--- config.mk ---
export PLATFORM = sky130hd
export DESIGN_NAME = lfw_rx_status
export DESIGN_NICKNAME = d
export VERILOG_FILES = /design/src/include/lfw_pkg.sv /design/src/rtl/lfw_sync3.sv /design/src/rtl/lfw_rx_status.sv
export SDC_FILE = /design/constraint.sdc
export NUM_CORES = 1
export LEC_CHECK = 0
export BUFFER_PORTS_ARGS = -buffer_cell sky130_fd_sc_hd__buf_2
export CORE_AREA = 2 2 126 128
export DETAILED_ROUTE_END_ITERATION = 7
export DIE_AREA = 0 0 128 130
export PLACE_DENSITY_LB_ADDON = 0.3
export SYNTH_ARGS = -nofsm -noshare
export SYNTH_HDL_FRONTEND = slang
export SYNTH_HIERARCHICAL = 1
export SYNTH_SLANG_ARGS = --single-unit
--- constraint.sdc ---
create_clock -name CLOCK -period 2.9 [get_ports CLOCK]
set_input_delay 0.725 -clock CLOCK [delete_from_list [all_inputs] [get_ports CLOCK]]
set_output_delay 0.725 -clock CLOCK [all_outputs]
set_load 0.01 [all_outputs]
--- src/include/lfw_pkg.sv ---
// Purpose: Constants and types shared by the LF wake-up timing and status block.
// Assumes: Registers sit on 32-bit Avalon-MM words; byte address is four times the index.
// Notes:   Timing figures are counted in LF oscillator cycles, one cycle being 3.3 us.

package lfw_pkg;

  // --------------------------------------------------------------------------
  // Register indices
  // --------------------------------------------------------------------------
  localparam int          ADDR_W        = 10;
  localparam logic [7:0]  IDX_SNIFF     = 8'hdc;
  localparam logic [7:0]  IDX_CARRIER   = 8'hdd;
  localparam logic [7:0]  IDX_FE_STATUS = 8'he1;
  localparam logic [7:0]  IDX_RX_BYTE   = 8'he2;
  localparam logic [7:0]  IDX_BIT_WIDTH = 8'hec;
  localparam logic [7:0]  IDX_STATE     = 8'hc8;
  localparam logic [7:0]  IDX_MODE      = 8'hf0;
  localparam logic [7:0]  IDX_IRQ_STAT  = 8'hf1;
  localparam logic [7:0]  IDX_IRQ_MASK  = 8'hf2;

  // --------------------------------------------------------------------------
  // Field layout and reset values
  // --------------------------------------------------------------------------
  localparam int          OVR_LSB       = 3;
  localparam int          OVR_W         = 5;
  localparam int          PRE_W         = 3;
  localparam int          CD_W          = 4;
  localparam int          PREVALID_BIT  = 4;
  localparam int          MODE_EN_BIT   = 0;
  localparam int          MODE_TRIM_BIT = 6;
  localparam logic [7:0]  RST_BYTE      = 8'h00;
  localparam logic [6:0]  WIDTH_MAX     = 7'h7f;

  // Raw front-end input order, also the synchroniser lane order.
  localparam int FE_W = 9;
  localparam int FE_AMP = 0;
  localparam int FE_BIAS = 1;
  localparam int FE_THRESH = 2;
  localparam int FE_OFS_TRIM = 3;
  localparam int FE_LPF_TRIM = 4;
  localparam int FE_CARRIER = 5;
  localparam int FE_OSC = 6;
  localparam int FE_SAMPLE = 7;
  localparam int FE_DATA = 8;

  // Interrupt status bits.
  localparam int IRQ_W = 4;
  localparam int IRQ_BYTE = 0;
  localparam int IRQ_PRE = 1;
  localparam int IRQ_ABORT = 2;
  localparam int IRQ_WAKE = 3;

  // --------------------------------------------------------------------------
  // Timing, in LF oscillator cycles
  // --------------------------------------------------------------------------
  localparam int LF_PERIOD_NS   = 3300;
  localparam int OVR_MULT       = 512;
  localparam int OVR_ADD        = 257;
  localparam int TICKS_PER_UNIT = 4;
  localparam int PRE_MULT       = 128;
  localparam int CD_MULT        = 8;
  localparam logic [2:0] PRE_RUN_SHORT = 3'h3;
  localparam logic [2:0] PRE_RUN_LONG  = 3'h5;
  localparam logic [2:0] HEAD_RUN      = 3'h3;
  localparam logic [2:0] LAST_BIT_IDX  = 3'h7;
  localparam int DIV_W          = 5;

  typedef enum logic [4:0] {
    S_IDLE = 5'b00001,
    S_CARR = 5'b00010,
    S_PRE  = 5'b00100,
    S_HEAD = 5'b01000,
    S_DATA = 5'b10000
  } lfw_state_e;

endpackage : lfw_pkg

--- src/rtl/lfw_sync3.sv ---
// Purpose: Three-stage synchroniser with agreement filter for the front-end inputs.
// Assumes: Inputs are asynchronous to CLOCK.
// Notes:   A lane only moves once stages two and three agree.

`timescale 1ns/1ps

module lfw_sync3 #(
  parameter int W = lfw_pkg::FE_W
) (
  input  wire logic         clk,
  input  wire logic         rst,
  input  wire logic [W-1:0] din,
  output logic      [W-1:0] dout
);

  typedef struct packed {
    logic [W-1:0] s1;
    logic [W-1:0] s2;
    logic [W-1:0] s3;
    logic [W-1:0] stable;
  } lfw_sync_s;

  lfw_sync_s    q;
  lfw_sync_s    d;
  logic [W-1:0] upd;

  genvar gi;
  generate
    for (gi = 0; gi < W; gi++) begin : g_lane
      assign upd[gi] = (q.s2[gi] == q.s3[gi]) ? q.s2[gi] : q.stable[gi];
    end
  endgenerate

  always_comb begin
    d        = q;
    d.s1     = din;
    d.s2     = q.s1;
    d.s3     = q.s2;
    d.stable = upd;
  end

  always_ff @(posedge clk) begin
    if (rst) begin
      q <= '0;
    end else begin
      q <= d;
    end
  end

  assign dout = q.stable;
endmodule : lfw_sync3

--- src/rtl/lfw_rx_status.sv ---
// Purpose: LF wake-up receiver timing limits, front-end status and receive status.
// Assumes: Front-end pins are asynchronous; match inputs come from logic on CLOCK.
// Notes:   Avalon-MM slave with one wait state on every access.
//
// The Avalon-MM slave port is this design's own decision.

`timescale 1ns/1ps

module lfw_rx_status (
  input  wire logic                       CLOCK,
  input  wire logic                       RST,
  input  wire logic [lfw_pkg::ADDR_W-1:0] AVS_ADDRESS,
  input  wire logic                       AVS_READ,
  input  wire logic                       AVS_WRITE,
  input  wire logic [31:0]                AVS_WRITEDATA,
  input  wire logic [3:0]                 AVS_BYTEENABLE,
  output logic      [31:0]                AVS_READDATA,
  output logic                            AVS_WAITREQUEST,
  input  wire logic                       AMP_READY,
  input  wire logic                       BIAS_MONITOR,
  input  wire logic                       STRENGTH_THRESHOLD_OUT,
  input  wire logic                       SLICER_OFFSET_TRIM,
  input  wire logic                       SLICER_LPF_TRIM,
  input  wire logic                       CARRIER_OUT,
  input  wire logic                       LOWFREQ_OSCILLATOR_CLOCK,
  input  wire logic                       SAMPLE_STROBE,
  input  wire logic                       DATA_BIT,
  input  wire logic                       SYNC_MATCH,
  input  wire logic                       WAKE_MATCH,
  output logic                            IRQ
);

  // --------------------------------------------------------------------------
  // State
  // --------------------------------------------------------------------------
  typedef struct packed {
    lfw_pkg::lfw_state_e           state;
    logic                          ack;
    logic [7:0]                    rdata;
    logic [7:0]                    sniff_lim;
    logic [4:0]                    cd_cfg;
    logic [7:0]                    mode;
    logic [lfw_pkg::IRQ_W-1:0]     irq_stat;
    logic [lfw_pkg::IRQ_W-1:0]     irq_mask;
    logic [7:0]                    rx_byte;
    logic [6:0]                    width_reg;
    logic [6:0]                    width_cnt;
    logic [15:0]                   ovr_cnt;
    logic [15:0]                   ph_cnt;
    logic [2:0]                    run;
    logic [2:0]                    bitn;
    logic [7:0]                    shift;
    logic                          last_bit;
    logic                          osc_q;
    logic                          samp_q;
    logic                          data_q;
    logic [lfw_pkg::DIV_W-1:0]     div;
    logic                          fl_ready;
    logic                          fl_sync;
    logic                          fl_wake;
    logic                          fl_head;
    logic                          fl_pre;
    logic                          fl_abort;
  } lfw_regs_s;

  lfw_regs_s                   q;
  lfw_regs_s                   d;
  logic [lfw_pkg::FE_W-1:0]    fe;
  logic [7:0]                  fe_vec;
  logic [7:0]                  state_vec;
  logic [7:0]                  rmux;
  logic [7:0]                  idx;
  logic                        req;
  logic                        acc;
  logic                        tick;
  logic                        s_edge;
  logic                        d_edge;
  logic                        smp_bit;
  logic                        sniffing;
  logic [15:0]                 ovr_lim;
  logic [15:0]                 pre_lim;
  logic [15:0]                 cd_lim;
  logic [15:0]                 ovr_nxt;
  logic [15:0]                 ph_nxt;
  logic [2:0]                  run_nxt;
  logic [2:0]                  pre_target;
  logic [lfw_pkg::IRQ_W-1:0]   ev;
  logic                        wr_mode;

  // --------------------------------------------------------------------------
  // Front-end synchronisation
  // --------------------------------------------------------------------------
  lfw_sync3 #(
    .W (lfw_pkg::FE_W)
  ) u_sync (
    .clk  (CLOCK),
    .rst  (RST),
    .din  ({DATA_BIT, SAMPLE_STROBE, LOWFREQ_OSCILLATOR_CLOCK, CARRIER_OUT,
            SLICER_LPF_TRIM, SLICER_OFFSET_TRIM, STRENGTH_THRESHOLD_OUT,
            BIAS_MONITOR, AMP_READY}),
    .dout (fe)
  );

  assign fe_vec = {fe[lfw_pkg::FE_AMP],
                   fe[lfw_pkg::FE_BIAS],
                   fe[lfw_pkg::FE_THRESH],
                   q.mode[lfw_pkg::MODE_TRIM_BIT] ? fe[lfw_pkg::FE_LPF_TRIM]
                                                  : fe[lfw_pkg::FE_OFS_TRIM],
                   fe[lfw_pkg::FE_CARRIER],
                   fe[lfw_pkg::FE_OSC],
                   fe[lfw_pkg::FE_SAMPLE],
                   fe[lfw_pkg::FE_DATA]};

  assign state_vec = {q.fl_ready, q.fl_sync & q.fl_wake, q.fl_wake, q.fl_sync,
                      q.fl_head, q.fl_pre, q.fl_abort,
                      q.div[lfw_pkg::DIV_W-1]};

  // --------------------------------------------------------------------------
  // Timing limits
  // --------------------------------------------------------------------------
  assign ovr_lim = 16'((16'(q.sniff_lim[lfw_pkg::OVR_LSB +: lfw_pkg::OVR_W])
                        * 16'(lfw_pkg::OVR_MULT) + 16'(lfw_pkg::OVR_ADD))
                       * 16'(lfw_pkg::TICKS_PER_UNIT));
  assign pre_lim = 16'(16'(q.sniff_lim[lfw_pkg::PRE_W-1:0])
                       * 16'(lfw_pkg::PRE_MULT * lfw_pkg::TICKS_PER_UNIT));
  assign cd_lim  = 16'((16'(q.cd_cfg[lfw_pkg::CD_W-1:0]) + 16'h0001)
                       * 16'(lfw_pkg::CD_MULT));
  assign pre_target = q.cd_cfg[lfw_pkg::PREVALID_BIT] ? lfw_pkg::PRE_RUN_SHORT
                                                      : lfw_pkg::PRE_RUN_LONG;

  assign ovr_nxt  = q.ovr_cnt + 16'h0001;
  assign ph_nxt   = q.ph_cnt + 16'h0001;
  assign run_nxt  = q.run + 3'h1;
  assign tick     = fe[lfw_pkg::FE_OSC] & ~q.osc_q;
  assign s_edge   = fe[lfw_pkg::FE_SAMPLE] & ~q.samp_q;
  assign d_edge   = fe[lfw_pkg::FE_DATA] ^ q.data_q;
  assign smp_bit  = fe[lfw_pkg::FE_DATA];
  assign sniffing = (q.state == lfw_pkg::S_CARR) || (q.state == lfw_pkg::S_PRE)
                    || (q.state == lfw_pkg::S_HEAD);

  // --------------------------------------------------------------------------
  // Bus decode
  // --------------------------------------------------------------------------
  assign idx             = AVS_ADDRESS[lfw_pkg::ADDR_W-1:2];
  assign req             = AVS_READ | AVS_WRITE;
  assign acc             = req & q.ack;
  assign AVS_WAITREQUEST = req & ~q.ack;
  assign AVS_READDATA    = {24'h00_0000, q.rdata};
  assign wr_mode         = acc & AVS_WRITE & AVS_BYTEENABLE[0] & (idx == lfw_pkg::IDX_MODE);
  assign IRQ             = |(q.irq_stat & q.irq_mask);

  always_comb begin
    unique case (idx)
      lfw_pkg::IDX_FE_STATUS: rmux = fe_vec;
      lfw_pkg::IDX_RX_BYTE:   rmux = q.rx_byte;
      lfw_pkg::IDX_BIT_WIDTH: rmux = {q.fl_wake, q.width_reg};
      lfw_pkg::IDX_STATE:     rmux = state_vec;
      lfw_pkg::IDX_MODE:      rmux = q.mode;
      lfw_pkg::IDX_IRQ_STAT:  rmux = {4'h0, q.irq_stat};
      lfw_pkg::IDX_IRQ_MASK:  rmux = {4'h0, q.irq_mask};
      default:                rmux = lfw_pkg::RST_BYTE;
    endcase
  end

  // --------------------------------------------------------------------------
  // Next state
  // --------------------------------------------------------------------------
  always_comb begin
    d      = q;
    ev     = '0;
    d.ack  = req & ~q.ack;
    d.osc_q  = fe[lfw_pkg::FE_OSC];
    d.samp_q = fe[lfw_pkg::FE_SAMPLE];
    d.data_q = fe[lfw_pkg::FE_DATA];
    if (req && !q.ack && AVS_READ) begin
      d.rdata = rmux;
    end
    if (tick) begin
      d.div = q.div + 5'h01;
    end

    // Clears first, so that a set in the same cycle wins.
    if (acc && AVS_READ && idx == lfw_pkg::IDX_IRQ_STAT) begin
      d.irq_stat = '0;
    end
    if (acc && AVS_READ && idx == lfw_pkg::IDX_RX_BYTE) begin
      d.fl_ready = 1'b0;
    end
    if (acc && AVS_WRITE && AVS_BYTEENABLE[0]) begin
      unique case (idx)
        lfw_pkg::IDX_SNIFF:    d.sniff_lim = AVS_WRITEDATA[7:0];
        lfw_pkg::IDX_CARRIER:  d.cd_cfg    = AVS_WRITEDATA[4:0];
        lfw_pkg::IDX_MODE:     d.mode      = AVS_WRITEDATA[7:0];
        lfw_pkg::IDX_IRQ_MASK: d.irq_mask  = AVS_WRITEDATA[lfw_pkg::IRQ_W-1:0];
        default: ;
      endcase
    end

    // Width of one data bit in oscillator cycles, saturating.
    if (d_edge) begin
      d.width_reg = q.width_cnt;
      d.width_cnt = '0;
    end else if (tick && q.width_cnt != lfw_pkg::WIDTH_MAX) begin
      d.width_cnt = q.width_cnt + 7'h01;
    end

    if (q.state != lfw_pkg::S_IDLE) begin
      if (SYNC_MATCH) begin
        d.fl_sync = 1'b1;
      end
      if (WAKE_MATCH && !q.fl_wake) begin
        d.fl_wake = 1'b1;
        ev[lfw_pkg::IRQ_WAKE] = 1'b1;
      end
    end

    if (sniffing && tick) begin
      d.ovr_cnt = ovr_nxt;
    end

    unique case (q.state)
      lfw_pkg::S_IDLE: ;
      lfw_pkg::S_CARR: begin
        if (!fe[lfw_pkg::FE_CARRIER]) begin
          d.ph_cnt = '0;
        end else if (tick) begin
          d.ph_cnt = ph_nxt;
          if (ph_nxt == cd_lim) begin
            d.state  = lfw_pkg::S_PRE;
            d.ph_cnt = '0;
            d.run    = '0;
          end
        end
      end
      lfw_pkg::S_PRE: begin
        if (tick) begin
          d.ph_cnt = ph_nxt;
        end
        if (tick && pre_lim != 16'h0000 && ph_nxt == pre_lim) begin
          d.state    = lfw_pkg::S_IDLE;
          d.fl_abort = 1'b1;
          ev[lfw_pkg::IRQ_ABORT] = 1'b1;
        end else if (s_edge) begin
          d.last_bit = smp_bit;
          // Alternating symbols extend the run; a repeat restarts it.
          d.run = (q.run == 3'h0 || smp_bit != q.last_bit) ? run_nxt : 3'h1;
          if ((q.run == 3'h0 || smp_bit != q.last_bit) && run_nxt == pre_target) begin
            d.state  = lfw_pkg::S_HEAD;
            d.fl_pre = 1'b1;
            d.run    = '0;
            ev[lfw_pkg::IRQ_PRE] = 1'b1;
          end
        end
      end
      lfw_pkg::S_HEAD: begin
        if (s_edge) begin
          d.run = smp_bit ? run_nxt : 3'h0;
          if (smp_bit && run_nxt == lfw_pkg::HEAD_RUN) begin
            d.state   = lfw_pkg::S_DATA;
            d.fl_head = 1'b1;
            d.bitn    = '0;
          end
        end
      end
      lfw_pkg::S_DATA: begin
        if (!fe[lfw_pkg::FE_CARRIER]) begin
          d.state = lfw_pkg::S_IDLE;
        end else if (s_edge) begin
          d.shift = {q.shift[6:0], smp_bit};
          d.bitn  = q.bitn + 3'h1;
          if (q.bitn == lfw_pkg::LAST_BIT_IDX) begin
            d.rx_byte  = {q.shift[6:0], smp_bit};
            d.fl_ready = 1'b1;
            ev[lfw_pkg::IRQ_BYTE] = 1'b1;
          end
        end
      end
      default: d.state = lfw_pkg::S_IDLE;
    endcase

    // The overall limit outranks every phase of the sniff.
    if (sniffing && tick && ovr_nxt == ovr_lim) begin
      d.state    = lfw_pkg::S_IDLE;
      d.fl_abort = 1'b1;
      ev[lfw_pkg::IRQ_ABORT] = 1'b1;
    end

    // A mode write arms or stops the receiver and overrides the sequencer.
    if (wr_mode) begin
      if (AVS_WRITEDATA[lfw_pkg::MODE_EN_BIT]) begin
        d.state    = lfw_pkg::S_CARR;
        d.ovr_cnt  = '0;
        d.ph_cnt   = '0;
        d.run      = '0;
        d.fl_sync  = 1'b0;
        d.fl_wake  = 1'b0;
        d.fl_head  = 1'b0;
        d.fl_pre   = 1'b0;
        d.fl_abort = 1'b0;
      end else begin
        d.state = lfw_pkg::S_IDLE;
      end
    end

    d.irq_stat = d.irq_stat | ev;
  end

  always_ff @(posedge CLOCK) begin
    if (RST) begin
      q       <= '0;
      q.state <= lfw_pkg::S_IDLE;
    end else begin
      q <= d;
    end
  end
endmodule : lfw_rx_status

==> summary.txt <==
Worst-Skew Late Latency -> 0.43 ns
max incr delay on CP -> 0.47 ns
ys flop type -> dfxtp_1
worst hold-check path type -> flop to flop
Routed Wire Length -> 18.5 mm
CTS sink count -> 161
Worst-Margin Slew -> 0.724 ns
# nets final -> 1064
Starting Density -> 51.3%
share of flip-flops with an asynchronous set or reset -> 0%
Seq pwr share -> 48.0%
Startpoint Class -> flop
first-pass GRT wire length -> 29.5 mm
vias in the first global route -> 5974
largest net degree at the start of global routing -> 114
initial DRC count -> 485
die area -> 16600 um2
CTS tree -> yes
Die Ht -> 130 um
Num CTS Buffers -> 17
Total GRT Usage -> 22.3%
cell taking the most area after synthesis -> dfxtp_1
fin crit period -> 2.79 ns
CP Max Fanout -> 7
switching share of power -> 24.4%
top cell type's share of synthesized area -> 40.7%
crit path kind -> flop to flop
synth top area cells -> dfxtp_1 41%, nand2_1 5.5%, nor2_1 5.2%
Seq/Total Area, Yosys -> 40.7%
CP arrival -> 3.14 ns
final cycle utilization of the critical path -> 96.1%
CP endpoint kind -> flop
# rows -> 46
clk buf depth -> 2
initial antenna violation count -> 0
Post-synth EDFFs -> 0
Final Hold Vio Count -> 0
hold buffer count at CTS -> 0
I/O pin count -> 95
detailed placement HPWL -> 12.7 mm
Power Density -> 524 nW/um2
PortBufs -> 41
Max Freq -> 359 MHz
WP buf/inv -> 2
LEAKAGE -> 0.00339 uW
Fillers -> 1391
number of library cell types mapped by synthesis -> 74
Root Driver -> clkbuf_16
synth-to-layout area growth -> 12.5%
status -> finished, final reports clean
Gate Count Post-Synth -> 951
Mapped Area -> 7920 um2
final setup fails -> 0
Max-Cap Viols -> 0
vias -> 6711
GRT overflow -> 0
Sw Pwr -> 1140 uW
Final ANT Viol Nets -> 0
Worst path top cell family by delay -> compound AO/OA/AOI/OAI gates
Clock power frac -> 48.9%
setup TNS -> 0 ns
Pre-antenna DRT Iters -> 7
max_slew headroom -> 51.7%
Post-Syn Area per Cell -> 8.33 um2
Vias per Instance -> 5.61
CP required -> 3.25 ns
skew final -> 0.0101 ns
count of pins over their slew limit -> 0
worst vdd ir -> 0.544 mV
DRC violations left -> 0
CP max stage cell -> dfxtp_1
Internal Power -> 3530 uW
FF+latch count, synth -> 161
GPL Wtd Cong -> 0.915
WL per Instance -> 15.4 um
share of cells above drive strength 1 -> 14.7%
logic gate share of total power -> 3.2%
htree depth -> 4
Synth Warn # -> 6
Reg clk slew, reported paths -> 0.07 ns
unrepaired setup endpoints after global routing -> false
minimum hold slack -> 0.432 ns
cells along the critical path -> buf_4 > xnor3_1 > xnor2_1 > nor3_1 > a31oi_1 > nor4_4 > buf_4 > a211oi_4 > o21ai_0 > a31oi_1
Tot Pwr -> 4670 uW
# diodes -> 0
Die Width -> 128 um
core area -> 15400 um2
[layout make-up]
type / count / area (um2) / area share [%]
repair buffers: 84 / 543 / 6.10
clock inverters: 14 / 161 / 1.81
clock buffers: 18 / 439 / 4.93
flip-flops and latches: 161 / 3230 / 36.2
multi-input cells: 708 / 4220 / 47.4
inverters: 20 / 75.1 / 0.843
well taps: 192 / 240 / 2.70
[cells by family (layout without fill, tap and decap cells)]
logic type	count (synthesis)	count (layout)	share of synthesized area [%]
buffers and inverters	105	136	7.49
XOR/XNOR	53	53	6.04
AO/OA/AOI/OAI	197	197	15.9
multiplexers	28	28	3.56
adder cells (fa/ha/maj)	11	11	1.74
flip-flops	161	161	40.7
other	1	24	0.0474
AND/OR/NAND/NOR	395	395	24.6
[power groups by stage]
stage	sequential, uW	combinational [uW]	clock (uW)
floorplan	2290	117	0
finish	2240	147	2280
detailed placement	2290	145	0
global route	2240	163	2420
CTS	2240	145	2320
global placement	2290	143	0
[worst register-to-register path, cell delays in order, from the launching register on]
cell and delay (ns):
dfxtp_1 0.47, buf_4 0.19, xnor3_1 0.34, xnor2_1 0.16, nor3_1 0.07, a31oi_1 0.46
nor4_4 0.10, buf_4 0.17, a211oi_4 0.40, o21ai_0 0.16, a31oi_1 0.21
[state kept, by name (all words and copies together), names as in the netlist]
register	cells
q	117
u_sync/d	18
u_sync/dout	9
u_sync/q	9
AVS_READDATA	8
[worst paths after layout]
check | cells past startpoint | start | to | slack (ns)
setup / recovery | 10 | q[34] | q[33] | 0.11
hold / removal | 1 | u_sync/d[23] | u_sync/d[14] | 0.43
setup reg to reg | 10 | q[34] | q[33] | 0.11
hold reg to reg | 1 | u_sync/d[23] | u_sync/d[14] | 0.43
[repair_timing]
| action | CTS | global route |
|---|---|---|
| resized for setup | 0 | 8 |
| setup endpoints to repair | 0 | 13 |
| buffers inserted | 0 | 3 |
[cell usage after synthesis, drive strengths merged (8+ instances only)]
library cell	instances
dfxtp	161
nand2	115
nor2	110
a21oi	80
buf	60
nand3	39
o21ai	34
nor2b	30
xor2	30
mux2i	27
clkbuf	25
nand4	22
xnor2	22
inv	20
nor3	20
a22oi	15
a31oi	11
ha	11
nor4	10
and3	9
a22o	8
[cells in the final DEF, fill, tap and decap left out, drive strengths merged, types with 20 or more instances in the layout]
master | netlist | layout
mux2i | 27 | 27
nand3 | 39 | 39
o21ai | 34 | 34
nor3 | 20 | 20
dfxtp | 161 | 161
xnor2 | 22 | 22
nand2 | 115 | 115
xor2 | 30 | 30
buf | 60 | 84
nor2b | 30 | 30
inv | 20 | 28
nor2 | 110 | 110
nand4 | 22 | 22
conb | 1 | 24
a21oi | 80 | 80
[metrics by stage]
step	std cells	setup WS, ns	util, %	cell area [um2]
2_1_floorplan	974	0.138	-	8010
3_3_place_gp	1162	0.148	53.5	8250
3_5_place_dp	1162	0.0725	53.5	8250
4_1_cts	1194	0.0406	57.4	8850
5_1_grt	1197	0.00202	57.7	8900
6_report	1197	0.114	57.7	8900
[per-layer routing]
layer / track usage (%) / vias up / share of wire (%)
li1: - / 3349 / -
met1: 30.0 / 3185 / 48
met2: 36.7 / 162 / 47
met3: 4.43 / 15 / 4.3
met4: 6.01 / 0 / 0.84
met5: 0 / - / 0
Note: power is estimated with default switching activity, not from simulation.
